--- src/thc_defines.svh ---
`ifndef THC_DEFINES_SVH
`define THC_DEFINES_SVH

// evaluation cycle timing
`define THC_CLK_HZ 25000000
`define THC_SCAN_MS 10
`define THC_SCAN_CYCLES ((`THC_SCAN_MS * `THC_CLK_HZ) / 1000)
`define THC_SYNC_MS 500
`define THC_SYNC_SCANS (`THC_SYNC_MS / `THC_SCAN_MS)
`define THC_DISC_MAX_MS 500
`define THC_DISC_MAX (`THC_DISC_MAX_MS / `THC_SCAN_MS)
`define THC_DISC_DEF_MS 30
`define THC_DISC_DEF (`THC_DISC_DEF_MS / `THC_SCAN_MS)

// register byte offsets
`define THC_REG_CTRL 8'h00
`define THC_REG_DISC 8'h04
`define THC_REG_STAT 8'h08
`define THC_REG_IRQ_STAT 8'h0c
`define THC_REG_IRQ_EN 8'h10
`define THC_REG_IRQ_CLR 8'h14

// control fields
`define THC_CTRL_RUN 0
`define THC_CTRL_DISC1_OE 1
`define THC_CTRL_DISC2_OE 2
`define THC_CTRL_FAULT_OE 3
`define THC_CTRL_RESET 4'h0

// discrepancy time fields, in scans
`define THC_DISC1_LSB 0
`define THC_DISC2_LSB 8
`define THC_DISC_W 6

// event bits shared by irq status, enable and clear
`define THC_EV_DISC1 0
`define THC_EV_DISC2 1
`define THC_EV_SYNC 2
`define THC_EV_ENABLE 3
`define THC_EV_W 4

`endif

--- src/thc_pkg.sv ---
package thc_pkg;
   // hand synchronisation states
   typedef enum logic [3:0] {
      THC_READY = 4'b0001,
      THC_ARM = 4'b0010,
      THC_ENABLE = 4'b0100,
      THC_BLOCK = 4'b1000
   } thc_state_t;
endpackage : thc_pkg

--- src/thc_pair.sv ---
`timescale 1ns/100ps
`default_nettype none
`include "thc_defines.svh"
module thc_pair
   import thc_pkg::*;
#(
   parameter int DW = `THC_DISC_W
)
(
   input wire logic clk, // system clock
   input wire logic rst_n, // synced reset
   input wire logic scan, // evaluation tick
   input wire logic no_in, // open-type contact
   input wire logic nc_in, // closed-type contact
   input wire logic [DW-1:0] limit, // time in scans
   input wire logic clr, // error clear pulse
   output logic err // latched error
);
   logic [DW-1:0] cnt;
   logic mismatch;

   assign mismatch = (no_in == nc_in);

   // mismatch duration in scans, saturating at the limit
   always_ff @(posedge clk or negedge rst_n)
   begin
      if (!rst_n)
         cnt <= '0;
      else if (scan)
      begin
         if (!mismatch)
            cnt <= '0;
         else if (cnt != limit)
            cnt <= cnt + 1'b1;
      end
   end

   // latched flag; a new detection beats a same-cycle clear
   always_ff @(posedge clk or negedge rst_n)
   begin
      if (!rst_n)
         err <= 1'b0;
      else if (scan && mismatch && limit != '0 && cnt == limit)
         err <= 1'b1;
      else if (clr)
         err <= 1'b0;
   end
endmodule : thc_pair
`default_nettype wire

--- src/thc_top.sv ---
// Design decisions made here: the register offsets and the AHB-Lite register port.
`timescale 1ns/100ps
`default_nettype none
`include "thc_defines.svh"
module thc_top
   import thc_pkg::*;
#(
   parameter int SCAN_CYCLES = `THC_SCAN_CYCLES,
   parameter int SYNC_SCANS = `THC_SYNC_SCANS,
   parameter int DW = `THC_DISC_W
)
(
   input wire logic ref_clk, // 25 MHz clock
   input wire logic rstn, // async reset, low
   input wire logic hsel, // ahb select
   input wire logic [31:0] haddr, // ahb address
   input wire logic [1:0] htrans, // ahb transfer type
   input wire logic hwrite, // ahb write
   input wire logic [2:0] hsize, // ahb size
   input wire logic [31:0] hwdata, // ahb write data
   input wire logic hready, // ahb bus ready
   output logic hreadyout, // ahb slave ready
   output logic [31:0] hrdata, // ahb read data
   output logic hresp, // ahb response
   input wire logic p1_no, // pair 1 open-type contact
   input wire logic p1_nc, // pair 1 closed-type contact
   input wire logic p2_no, // pair 2 open-type contact
   input wire logic p2_nc, // pair 2 closed-type contact
   output logic out_enable, // safety output enable
   output logic disc_err1, // pair 1 error output
   output logic disc_err2, // pair 2 error output
   output logic fault_present, // shared fault
   output logic irq // level interrupt
);

   ////////////////////////////////////////////////////////////////////
   // reset release
   logic rst_ff1;
   logic rst_n;

   // two stages so release is clean against ref_clk
   always_ff @(posedge ref_clk or negedge rstn)
   begin
      if (!rstn)
      begin
         rst_ff1 <= 1'b0;
         rst_n <= 1'b0;
      end
      else
      begin
         rst_ff1 <= 1'b1;
         rst_n <= rst_ff1;
      end
   end

   ////////////////////////////////////////////////////////////////////
   // evaluation cycle time base
   logic [31:0] scan_cnt;
   logic scan;

   always_ff @(posedge ref_clk or negedge rst_n)
   begin
      if (!rst_n)
      begin
         scan_cnt <= '0;
         scan <= 1'b0;
      end
      else if (scan_cnt == 32'(SCAN_CYCLES - 1))
      begin
         scan_cnt <= '0;
         scan <= 1'b1;
      end
      else
      begin
         scan_cnt <= scan_cnt + 32'h1;
         scan <= 1'b0;
      end
   end

   ////////////////////////////////////////////////////////////////////
   // registers
   logic [3:0] ctrl;
   logic [DW-1:0] disc1_time;
   logic [DW-1:0] disc2_time;
   logic [`THC_EV_W-1:0] irq_stat;
   logic [`THC_EV_W-1:0] irq_en;
   logic [`THC_EV_W-1:0] irq_clr;
   logic [`THC_EV_W-1:0] events;
   logic run;
   logic wr_pend;
   logic [7:0] wr_addr;
   logic addr_ok;
   logic wr_do;
   logic [31:0] next_rdata;
   logic [DW-1:0] wr_d1;
   logic [DW-1:0] wr_d2;
   logic err1;
   logic err2;
   logic sync_fail;
   logic en_int;

   assign run = ctrl[`THC_CTRL_RUN];
   assign addr_ok = hsel && hready && htrans[1];
   assign wr_do = wr_pend;

   // capture write address phase; data follows next cycle
   always_ff @(posedge ref_clk or negedge rst_n)
   begin
      if (!rst_n)
      begin
         wr_pend <= 1'b0;
         wr_addr <= 8'h00;
      end
      else
      begin
         wr_pend <= addr_ok && hwrite;
         wr_addr <= haddr[7:0];
      end
   end

   // zero-wait slave, always okay
   always_ff @(posedge ref_clk or negedge rst_n)
   begin
      if (!rst_n)
      begin
         hreadyout <= 1'b1;
         hresp <= 1'b0;
      end
      else
      begin
         hreadyout <= 1'b1;
         hresp <= 1'b0;
      end
   end

   // clamp discrepancy times to the 500 ms ceiling
   always_comb
   begin
      wr_d1 = hwdata[`THC_DISC1_LSB +: DW];
      wr_d2 = hwdata[`THC_DISC2_LSB +: DW];
      if (wr_d1 > DW'(`THC_DISC_MAX))
         wr_d1 = DW'(`THC_DISC_MAX);
      if (wr_d2 > DW'(`THC_DISC_MAX))
         wr_d2 = DW'(`THC_DISC_MAX);
   end

   always_ff @(posedge ref_clk or negedge rst_n)
   begin
      if (!rst_n)
      begin
         ctrl <= `THC_CTRL_RESET;
         disc1_time <= DW'(`THC_DISC_DEF);
         disc2_time <= DW'(`THC_DISC_DEF);
         irq_en <= '0;
      end
      else if (wr_do)
      begin
         if (wr_addr == `THC_REG_CTRL)
            ctrl <= hwdata[3:0];
         if (wr_addr == `THC_REG_DISC)
         begin
            disc1_time <= wr_d1;
            disc2_time <= wr_d2;
         end
         if (wr_addr == `THC_REG_IRQ_EN)
            irq_en <= hwdata[`THC_EV_W-1:0];
      end
   end

   // write-one-to-clear mask, only in the data phase
   always_comb
   begin
      irq_clr = '0;
      if (wr_do && wr_addr == `THC_REG_IRQ_CLR)
         irq_clr = hwdata[`THC_EV_W-1:0];
   end

   // read mux; unmapped addresses read zero
   always_comb
   begin
      next_rdata = 32'h0;
      unique case (haddr[7:0])
         `THC_REG_CTRL: next_rdata[3:0] = ctrl;
         `THC_REG_DISC:
         begin
            next_rdata[`THC_DISC1_LSB +: DW] = disc1_time;
            next_rdata[`THC_DISC2_LSB +: DW] = disc2_time;
         end
         `THC_REG_STAT:
         begin
            next_rdata[0] = en_int;
            next_rdata[1] = err1;
            next_rdata[2] = err2;
            next_rdata[3] = sync_fail;
            next_rdata[4] = run;
            next_rdata[11:8] = {p2_nc, p2_no, p1_nc, p1_no};
         end
         `THC_REG_IRQ_STAT: next_rdata[`THC_EV_W-1:0] = irq_stat;
         `THC_REG_IRQ_EN: next_rdata[`THC_EV_W-1:0] = irq_en;
         default: next_rdata = 32'h0;
      endcase
   end

   // read data registered at address phase, stands in data phase
   always_ff @(posedge ref_clk or negedge rst_n)
   begin
      if (!rst_n)
         hrdata <= 32'h0;
      else if (addr_ok && !hwrite)
         hrdata <= next_rdata;
   end

   ////////////////////////////////////////////////////////////////////
   // contact pairs
   logic p1_act;
   logic p2_act;
   logic p1_off;
   logic p2_off;
   logic err_any;
   logic err_clr;
   logic seq_clr;
   logic mode_clr;
   logic seen_off;
   logic run_q;

   assign p1_act = p1_no && !p1_nc;
   assign p2_act = p2_no && !p2_nc;
   assign p1_off = !p1_no && p1_nc;
   assign p2_off = !p2_no && p2_nc;
   assign err_any = err1 || err2;
   assign err_clr = seq_clr || mode_clr;

   thc_pair #(.DW(DW)) u_pair1 (
      .clk(ref_clk),
      .rst_n(rst_n),
      .scan(scan),
      .no_in(p1_no),
      .nc_in(p1_nc),
      .limit(disc1_time),
      .clr(err_clr),
      .err(err1)
   );

   thc_pair #(.DW(DW)) u_pair2 (
      .clk(ref_clk),
      .rst_n(rst_n),
      .scan(scan),
      .no_in(p2_no),
      .nc_in(p2_nc),
      .limit(disc2_time),
      .clr(err_clr),
      .err(err2)
   );

   // both released, then both pressed, clears errors
   always_ff @(posedge ref_clk or negedge rst_n)
   begin
      if (!rst_n)
      begin
         seen_off <= 1'b0;
         seq_clr <= 1'b0;
      end
      else
      begin
         seq_clr <= 1'b0;
         if (!err_any)
            seen_off <= 1'b0;
         else if (scan && p1_off && p2_off)
            seen_off <= 1'b1;
         else if (scan && seen_off && p1_act && p2_act)
         begin
            seen_off <= 1'b0;
            seq_clr <= 1'b1;
         end
      end
   end

   // return from idle to run clears errors
   always_ff @(posedge ref_clk or negedge rst_n)
   begin
      if (!rst_n)
      begin
         run_q <= 1'b0;
         mode_clr <= 1'b0;
      end
      else
      begin
         run_q <= run;
         mode_clr <= run && !run_q;
      end
   end

   ////////////////////////////////////////////////////////////////////
   // hand synchronisation
   thc_state_t state;
   logic [DW-1:0] sync_cnt;

   // start blocked: both hands must be released before a first press
   always_ff @(posedge ref_clk or negedge rst_n)
   begin
      if (!rst_n)
      begin
         state <= THC_BLOCK;
         sync_cnt <= '0;
         sync_fail <= 1'b0;
      end
      else if (scan)
      begin
         unique case (state)
            THC_READY:
            begin
               sync_cnt <= '0;
               sync_fail <= 1'b0;
               if (err_any || !run)
                  state <= THC_BLOCK;
               else if (p1_act && p2_act)
                  state <= THC_ENABLE;
               // window opens on the first valid hand
               else if (p1_act || p2_act)
                  state <= THC_ARM;
            end
            THC_ARM:
            begin
               sync_cnt <= sync_cnt + 1'b1;
               if (err_any || !run)
                  state <= THC_BLOCK;
               else if (p1_act && p2_act)
                  state <= THC_ENABLE;
               // late hand: blocked, no error raised
               else if (sync_cnt >= DW'(SYNC_SCANS - 1))
               begin
                  state <= THC_BLOCK;
                  sync_fail <= 1'b1;
               end
               else if (!p1_act && !p2_act)
                  state <= THC_READY;
            end
            THC_ENABLE:
            begin
               // any release or error ends the cycle
               if (err_any || !run || !p1_act || !p2_act)
                  state <= THC_BLOCK;
            end
            THC_BLOCK:
            begin
               // new attempt only after both released
               if (p1_off && p2_off && !err_any && run)
                  state <= THC_READY;
            end
         endcase
      end
   end

   // enable needs pattern, state, run, no error
   assign en_int = (state == THC_ENABLE) && p1_act && p2_act && run && !err_any;

   ////////////////////////////////////////////////////////////////////
   // outputs and interrupt
   logic en_q;
   logic disc_err1_seen;
   logic disc_err2_seen;

   always_ff @(posedge ref_clk or negedge rst_n)
   begin
      if (!rst_n)
      begin
         out_enable <= 1'b0;
         disc_err1 <= 1'b0;
         disc_err2 <= 1'b0;
         fault_present <= 1'b0;
         en_q <= 1'b0;
      end
      else
      begin
         out_enable <= en_int;
         en_q <= en_int;
         disc_err1 <= err1 && ctrl[`THC_CTRL_DISC1_OE];
         disc_err2 <= err2 && ctrl[`THC_CTRL_DISC2_OE];
         // fault only from discrepancy, when selected
         fault_present <= err_any && ctrl[`THC_CTRL_FAULT_OE];
      end
   end

   // event pulses for the sticky status
   always_comb
   begin
      events = '0;
      events[`THC_EV_DISC1] = err1 && !disc_err1_seen;
      events[`THC_EV_DISC2] = err2 && !disc_err2_seen;
      events[`THC_EV_SYNC] = scan && state == THC_ARM && sync_cnt >= DW'(SYNC_SCANS - 1)
         && !(p1_act && p2_act) && !err_any && run;
      events[`THC_EV_ENABLE] = en_int && !en_q;
   end

   // edge memory so each error raises its event once
   always_ff @(posedge ref_clk or negedge rst_n)
   begin
      if (!rst_n)
      begin
         disc_err1_seen <= 1'b0;
         disc_err2_seen <= 1'b0;
      end
      else
      begin
         disc_err1_seen <= err1;
         disc_err2_seen <= err2;
      end
   end

   // sticky bits; a new event outranks a same-cycle clear
   always_ff @(posedge ref_clk or negedge rst_n)
   begin
      if (!rst_n)
         irq_stat <= '0;
      else
         irq_stat <= (irq_stat & ~irq_clr) | events;
   end

   always_ff @(posedge ref_clk or negedge rst_n)
   begin
      if (!rst_n)
         irq <= 1'b0;
      else
         irq <= |(irq_stat & irq_en);
   end

endmodule : thc_top
`default_nettype wire

--- config.mk ---
export PLATFORM = sky130hd
export DESIGN_NAME = thc_top
export DESIGN_NICKNAME = d
export VERILOG_FILES = /design/src/thc_pkg.sv /design/src/thc_pair.sv /design/src/thc_top.sv
export VERILOG_INCLUDE_DIRS = /design/src /design/src/src
export SDC_FILE = /design/constraint.sdc
export NUM_CORES = 1
export LEC_CHECK = 0
export ABC_AREA = 1
export CORE_MARGIN = 8
export CORE_UTILIZATION = 43
export DETAILED_ROUTE_END_ITERATION = 6
export DONT_BUFFER_PORTS = 1
export HOLD_SLACK_MARGIN = 0.12
export PLACE_DENSITY = 0.69
export SETUP_SLACK_MARGIN = 0.1
export SLEW_MARGIN = 10
export SYNTH_ARGS = -nofsm -noshare
export SYNTH_HDL_FRONTEND = slang
export SYNTH_SLANG_ARGS = --single-unit
--- constraint.sdc ---
create_clock -name ref_clk -period 4.45 [get_ports ref_clk]
set_clock_uncertainty 0.2 [all_clocks]
set_input_delay 0.2225 -clock ref_clk [delete_from_list [all_inputs] [get_ports ref_clk]]
set_output_delay 0.2225 -clock ref_clk [all_outputs]
set_load 0.02 [all_outputs]
==> results.sh, run 1 <==
export IMPL_vias_per_cell=5.01
export IMPL_final_setup_worst_slack_ns=1.52
export IMPL_ys_warn_count=0
export IMPL_path_clk_slew_ns=0.06
export IMPL_hold_path_end="state[3]"
export IMPL_fp_dieArea_um2=19100
export IMPL_min_delay_path_class="input pin to flop"
export IMPL_portBuffers=0
export IMPL_period_needed_ns=2.93
export IMPL_syn2layout_area_growth_pct=16.4
export IMPL_period_share=0.659
export IMPL_crit_fanout=12
export IMPL_hold_slack_ns=0.137
export IMPL_coreArea_um2=14500
export IMPL_vias=5490
export IMPL_n_antenna_cell=0
export IMPL_muxShareOfSynthArea=0
export IMPL_status="completed"
export IMPL_root_buffer="clkbuf_16"
export IMPL_leakage_nw=3.71
export IMPL_dp_hpwl_mm=11.5
export IMPL_r2r_cells=7
export IMPL_grt_pass1_vias=5417
export IMPL_drv_cap=0
export IMPL_tightest_slew_ns=0.968
export IMPL_dr_pass1_iters=5
export IMPL_final_nets=986
export IMPL_avgSynthCellArea_um2=7.57
export IMPL_cp_required_ns=4.60
export IMPL_fin_tns_setup_ns=0
export IMPL_dp_slack_ns=2.31
export IMPL_cts_tree="yes"
export IMPL_numPlacedInstances=1027
export IMPL_ir_drop_v=0.000292
export IMPL_async_flop_share=1.00
export IMPL_instances_no_fill=1095
export IMPL_yosys_area_share_simple=0.325
export IMPL_cts_buffers=17
export IMPL_synth_edf_count=0
export IMPL_drive_gt1_frac=0.0692
export IMPL_critPathArrivalTime_ns=3.08
export IMPL_die_y_um=138
export IMPL_powerDensity_nw_per_um2=338
export IMPL_num_rows=44
export IMPL_ant_nets=0
export IMPL_synth_seq_area_share=0.454
export IMPL_setup_violations_final=0
export IMPL_critical_path_class="input pin to flop"
export IMPL_synth_flop_cell="dfrtp_1"
export IMPL_grt_pass1_wl_mm=26.6
export IMPL_wl_mm=15.8
export IMPL_grt_max_degree=59
export IMPL_antenna_found_initial=0
export IMPL_synth_xor_xnor_area_share=0.0341
export IMPL_ys_seq_elements=116
export IMPL_synthCells=847
export IMPL_ys_types=37
export IMPL_r2r_start="wr_addr[1]"
export IMPL_wl_per_cell_um=14.4
export IMPL_synth_adder_area_share=0.0195
export IMPL_io_pins=117
export IMPL_clk_latency_ns=0.41
export IMPL_final_hold_viol_count=0
export IMPL_end_kind="flop"
export IMPL_synth_compound_area_share=0.0663
export IMPL_clock_sinks=116
export IMPL_place_congestion=0.908
export IMPL_synth_top_family_by_area="simple AND/OR/NAND/NOR gates"
export IMPL_rsz0062_at_grt="no"
export IMPL_drcViolationCount=0
export IMPL_h_tree_depth=4
export IMPL_overflow=0
export IMPL_utilization=0.514
export IMPL_die_x_um=138
export IMPL_rr_endpoint="disc2_time[0]"
export IMPL_initial_core_util=0.441
export IMPL_syn_area_um2=6410
export IMPL_whs_path_depth=6
export IMPL_start_kind="input pin"
export IMPL_timing_fmax_mhz=341
export IMPL_hold_start="p2_no"
export IMPL_drv_slew=0
export IMPL_slew_headroom=0.350
export IMPL_clockBufferDepth=2
export IMPL_r2r_slack_ns=2.19
export IMPL_cts_resized=0
export IMPL_grt_usage=0.168
export IMPL_fillers=1419
export IMPL_dr_first_iter_drc_count=357
cells in the mapped netlist (2+ instances only):
cell      number  area share
nand4_1       19       0.019
a21oi_1       26       0.020
dfrtp_1      111        0.43
conb_1         2      0.0012
ha_1          10       0.020
nand2_1      224        0.13
buf_2          2      0.0016
nor2_4         5      0.0088
nor3_4         2      0.0051
or2_2          3      0.0029
nand2_2        4      0.0039
dfstp_2        5       0.020
nor3_1        16       0.012
nor3_2         4      0.0062
buf_4         23       0.027
nor2_2         4      0.0039
xor2_1        18       0.025
inv_1        118       0.069
nor3b_1        3      0.0035
o31ai_1        5      0.0059
o21ai_0       45       0.035
nand3b_1       5      0.0059
or2_1          3      0.0029
xnor2_1        7      0.0096
clkbuf_1       3      0.0018
nand3_1       68       0.053
o22ai_1        2      0.0020
nor2_1       101       0.059
critical path: stages:
cell and delay (ns):
dlygate4sd3_1 0.58, inv_1 0.11, nand2_1 0.06, nor2_1 0.58, nand2_1 0.35, inv_1 0.33
a21oi_1 0.12, a21oi_1 0.14, dlygate4sd3_1 0.56
sequential cells by signal, summed over array words and instances (netlist names), 4 cells and up:
signal / flops
hrdata: 12
u_pair2.cnt: 6
wr_addr: 8
sync_cnt: 6
scan_cnt: 32
disc2_time: 6
irq_en: 4
u_pair1.cnt: 6
irq_stat: 4
state: 4
ctrl: 4
disc1_time: 6
placed cells by master (no fill, tap or decap), types with 2 or more instances in the layout:
cell type / Yosys / final
dfstp_2: 5 / 5
inv_1: 118 / 118
nor3b_1: 3 / 3
nand4_1: 19 / 19
nor3_2: 4 / 4
ha_1: 10 / 10
or2_2: 3 / 3
or2_1: 3 / 3
o31ai_1: 5 / 5
nor3_4: 2 / 2
nor2_4: 5 / 5
dlygate4sd3_1: 0 / 36
nor2_2: 4 / 4
clkbuf_1: 3 / 6
o22ai_1: 2 / 2
xor2_1: 18 / 18
dfrtp_1: 111 / 110
nand3_1: 68 / 68
clkbuf_8: 0 / 4
xnor2_1: 7 / 7
nand3b_1: 5 / 5
buf_4: 23 / 3
conb_1: 2 / 23
a21oi_1: 26 / 26
o21ai_0: 45 / 45
nand2_2: 4 / 4
nor2_1: 101 / 101
nor3_1: 16 / 16
clkbuf_16: 0 / 17
nand2_1: 224 / 224
clkinv_2: 1 / 5
worst max-delay path by stage:
| stage | slack [ns] | cells after the start | endpoint | from |
|---|---|---|---|---|
| after floorplan | 0.79 | 0 | ctrl[0] | rst_n |
| after global placement | 2.34 | 7 | hrdata[3] | haddr[5] |
| after detailed placement | 2.31 | 7 | hrdata[2] | haddr[5] |
| after CTS | 1.54 | 9 | hrdata[11] | haddr[5] |
| after global routing | 1.35 | 9 | hrdata[10] | haddr[5] |
| final | 1.52 | 9 | hrdata[10] | haddr[5] |
layer usage:
layer  up-vias  global-route usage  wire length [um]
li1       2758                   -                 -
met5         -                   0                 0
met3        28              0.0390               851
met2       151               0.260              7070
met1      2553               0.220              7450
met4         0              0.0749               383
logic make-up (layout without fill, tap and decap cells):
kind of cell	count (synthesis)	after routing
adders and majority gates	10	10
buffers and inverters	148	191
and+or+nand+nor	465	465
other	2	23
xor gates and xnor gates	25	25
DFF	116	116
AOI/OAI and AO/OA	81	81
timing repair:
item | CTS | global route
hold buffers | 36 | 0
setup buffers | 0 | 0
hold endpoints to repair | 58 | 0
power by group:
group	internal, mW	leakage, nW	switching, mW	total, mW
Sequential	1.08	1.41	0.0507	1.13
Combinational	0.0474	2.02	0.0731	0.121
Clock	0.822	0.275	0.448	1.27
Total	1.95	3.71	0.571	2.52
layout make-up:
class                   instances  area, um2  area share
multi-input cells             604       2940       0.393
clock buffers                  27        503      0.0673
clock inverters                 5       50.0     0.00670
flip-flops and latches        116       2910       0.390
repair buffers                 39        383      0.0513
inverters                     120        452      0.0605
well taps                     184        230      0.0308
through the flow:
stage / instance area (um2) / power (mW)
6_report: 7470 / 2.52
5_1_grt: 7470 / 2.62
4_1_cts: 7470 / 2.55
3_5_place_dp: 6560 / 1.23
3_3_place_gp: 6560 / 1.23
2_1_floorplan: 6490 / 1.22
(Power assumes the default switching activity.)
==> run 2: changes to the inputs <==
--- a/config.mk
+++ b/config.mk
@@ -12,7 +12,7 @@
 export DETAILED_ROUTE_END_ITERATION = 6
 export DONT_BUFFER_PORTS = 1
 export HOLD_SLACK_MARGIN = 0.12
-export PLACE_DENSITY = 0.69
+export PLACE_DENSITY = 0.71
 export SETUP_SLACK_MARGIN = 0.1
 export SLEW_MARGIN = 10
 export SYNTH_ARGS = -nofsm -noshare
==> constraint.sdc (replaced) <==
create_clock -name ref_clk -period 2.55 [get_ports ref_clk]
set_clock_uncertainty 0.2 [all_clocks]
set_input_delay 0.1275 -clock ref_clk [delete_from_list [all_inputs] [get_ports ref_clk]]
set_output_delay 0.1275 -clock ref_clk [all_outputs]
set_load 0.02 [all_outputs]
==> results.sh, run 2 (synthesis results as in run 1) <==
export IMPL_path_cells="dlygate4sd3_1, inv_1, nand2_1, nor2_1, nand2_1, inv_1, a21oi_1, a21oi_1, dlygate4sd3_1"
export IMPL_rsz0062_at_grt="no"
export IMPL_dr_pass1_iters=5
export IMPL_utilization=0.521
export IMPL_fin_tns_setup_ns=0
export IMPL_fp_dieArea_um2=19100
export IMPL_final_common_cell="nand2_1"
export IMPL_die_x_um=138
export IMPL_crit_slowest_cell="dlygate4sd3_1"
export IMPL_r2r_cells=7
export IMPL_instances_no_fill=1102
export IMPL_dr_first_iter_drc_count=541
export IMPL_vias=5445
export IMPL_portBuffers=0
export IMPL_tightest_slew_ns=0.495
export IMPL_ir_drop_v=0.000440
export IMPL_worstPathBufferInverterCount=4
export IMPL_grt_max_degree=69
export IMPL_start_kind="input pin"
export IMPL_dp_slack_ns=0.717
export IMPL_final_setup_worst_slack_ns=0.253
export IMPL_largest_reg_flops=32
export IMPL_cts_buffers=17
export IMPL_grt_pass1_vias=5329
export IMPL_dp_hpwl_mm=11.4
export IMPL_root_buffer="clkbuf_16"
export IMPL_end_kind="flop"
export IMPL_critical_path_class="input pin to flop"
export IMPL_clock_sinks=116
export IMPL_slowest_delay_ns=0.60
export IMPL_top_regs="scan_cnt: 32 flops, hrdata: 12 flops, wr_addr: 8 flops"
export IMPL_drv_cap=0
export IMPL_clockBufferDepth=2
export IMPL_cts_resized=0
export IMPL_slew_headroom=0.669
export IMPL_r2r_slack_ns=0.31
export IMPL_final_nets=993
export IMPL_vias_per_cell=4.94
export IMPL_cp_required_ns=2.70
export IMPL_h_tree_depth=4
export IMPL_cts_tree="yes"
export IMPL_initial_core_util=0.441
export IMPL_min_delay_path_class="flop to async pin"
export IMPL_hold_slack_ns=0.137
export IMPL_num_rows=44
export IMPL_drcViolationCount=0
export IMPL_wl_mm=15.5
export IMPL_period_share=0.901
export IMPL_leakage_nw=3.77
export IMPL_r2r_start="wr_addr[1]"
export IMPL_drive_gt1_frac=0.0730
export IMPL_period_needed_ns=2.30
export IMPL_syn2layout_area_growth_pct=18.2
export IMPL_wl_per_cell_um=14.1
export IMPL_antenna_found_initial=0
export IMPL_crit_family="buffers and inverters"
export IMPL_coreArea_um2=14500
export IMPL_place_congestion=0.908
export IMPL_powerDensity_nw_per_um2=600
export IMPL_path_clk_slew_ns=0.05
export IMPL_setup_violations_final=0
export IMPL_crit_fanout=7
export IMPL_drv_slew=0
export IMPL_final_hold_viol_count=0
export IMPL_rr_endpoint="disc1_time[0]"
export IMPL_final_cell_mix="nand2_1 (224), inv_1 (118), dfrtp_1 (110)"
export IMPL_critPathArrivalTime_ns=2.45
export IMPL_clk_latency_ns=0.42
export IMPL_regMostFlops="scan_cnt"
export IMPL_numPlacedInstances=1030
export IMPL_ant_nets=0
export IMPL_grt_pass1_wl_mm=26.1
export IMPL_status="completed"
export IMPL_overflow=0
export IMPL_die_y_um=138
export IMPL_timing_fmax_mhz=435
export IMPL_grt_usage=0.166
export IMPL_io_pins=117
export IMPL_n_antenna_cell=0
==> run 2: worst register-to-register path, delay by kind of cell (launching register included) <==
family                 cells  cell delay [ns]
buffers and inverters      2             0.79
and+or+nand+nor            4             0.73
DFF                        1             0.35
AOI/OAI and AO/OA          1             0.08
==> run 2: metrics by stage <==
step | power (mW) | instance area (um2)
2_1_floorplan | 2.13 | 6490
3_3_place_gp | 2.15 | 6590
3_5_place_dp | 2.16 | 6590
4_1_cts | 4.60 | 7580
5_1_grt | 4.71 | 7580
6_report | 4.55 | 7580
==> run 2: routing by layer <==
metal | track usage | part of all wire
met1 | 0.216 | 0.46
met2 | 0.254 | 0.45
met3 | 0.0414 | 0.065
met4 | 0.0738 | 0.022
met5 | 0 | 0
==> run 2: worst max path at each step <==
stage | startpoint | to | slack [ns] | cells after the start
after floorplan | rst_n | ctrl[0] | 0.42 | 0
after global placement | scan_cnt[0] | scan_cnt[20] | 0.72 | 8
after detailed placement | scan_cnt[0] | scan_cnt[18] | 0.72 | 8
after CTS | haddr[3] | hrdata[11] | 0.28 | 9
after global routing | haddr[3] | hrdata[11] | 0.14 | 9
final | haddr[3] | hrdata[10] | 0.25 | 9
==> run 2: final cells by class <==
class                      count  area [um2]
fill                        1394        6960
multi-input combinational    604        2940
sequential                   116        2910
clock buffer                  27         513
timing repair buffer          46         458
inverter                     120         452
tap                          184         230
clock inverter                 5        75.1
==> run 2: timing repair <==
item	4_1_cts	5_1_grt
setup buffers	0	0
hold endpoints to repair	74	0
hold buffers	40	0
==> run 2: power by group <==
group / switching, mW / internal [mW] / total (mW)
clock: 0.789 / 1.56 / 2.35
combinational: 0.145 / 0.0892 / 0.235
sequential: 0.0734 / 1.89 / 1.96
total: 1.01 / 3.54 / 4.55
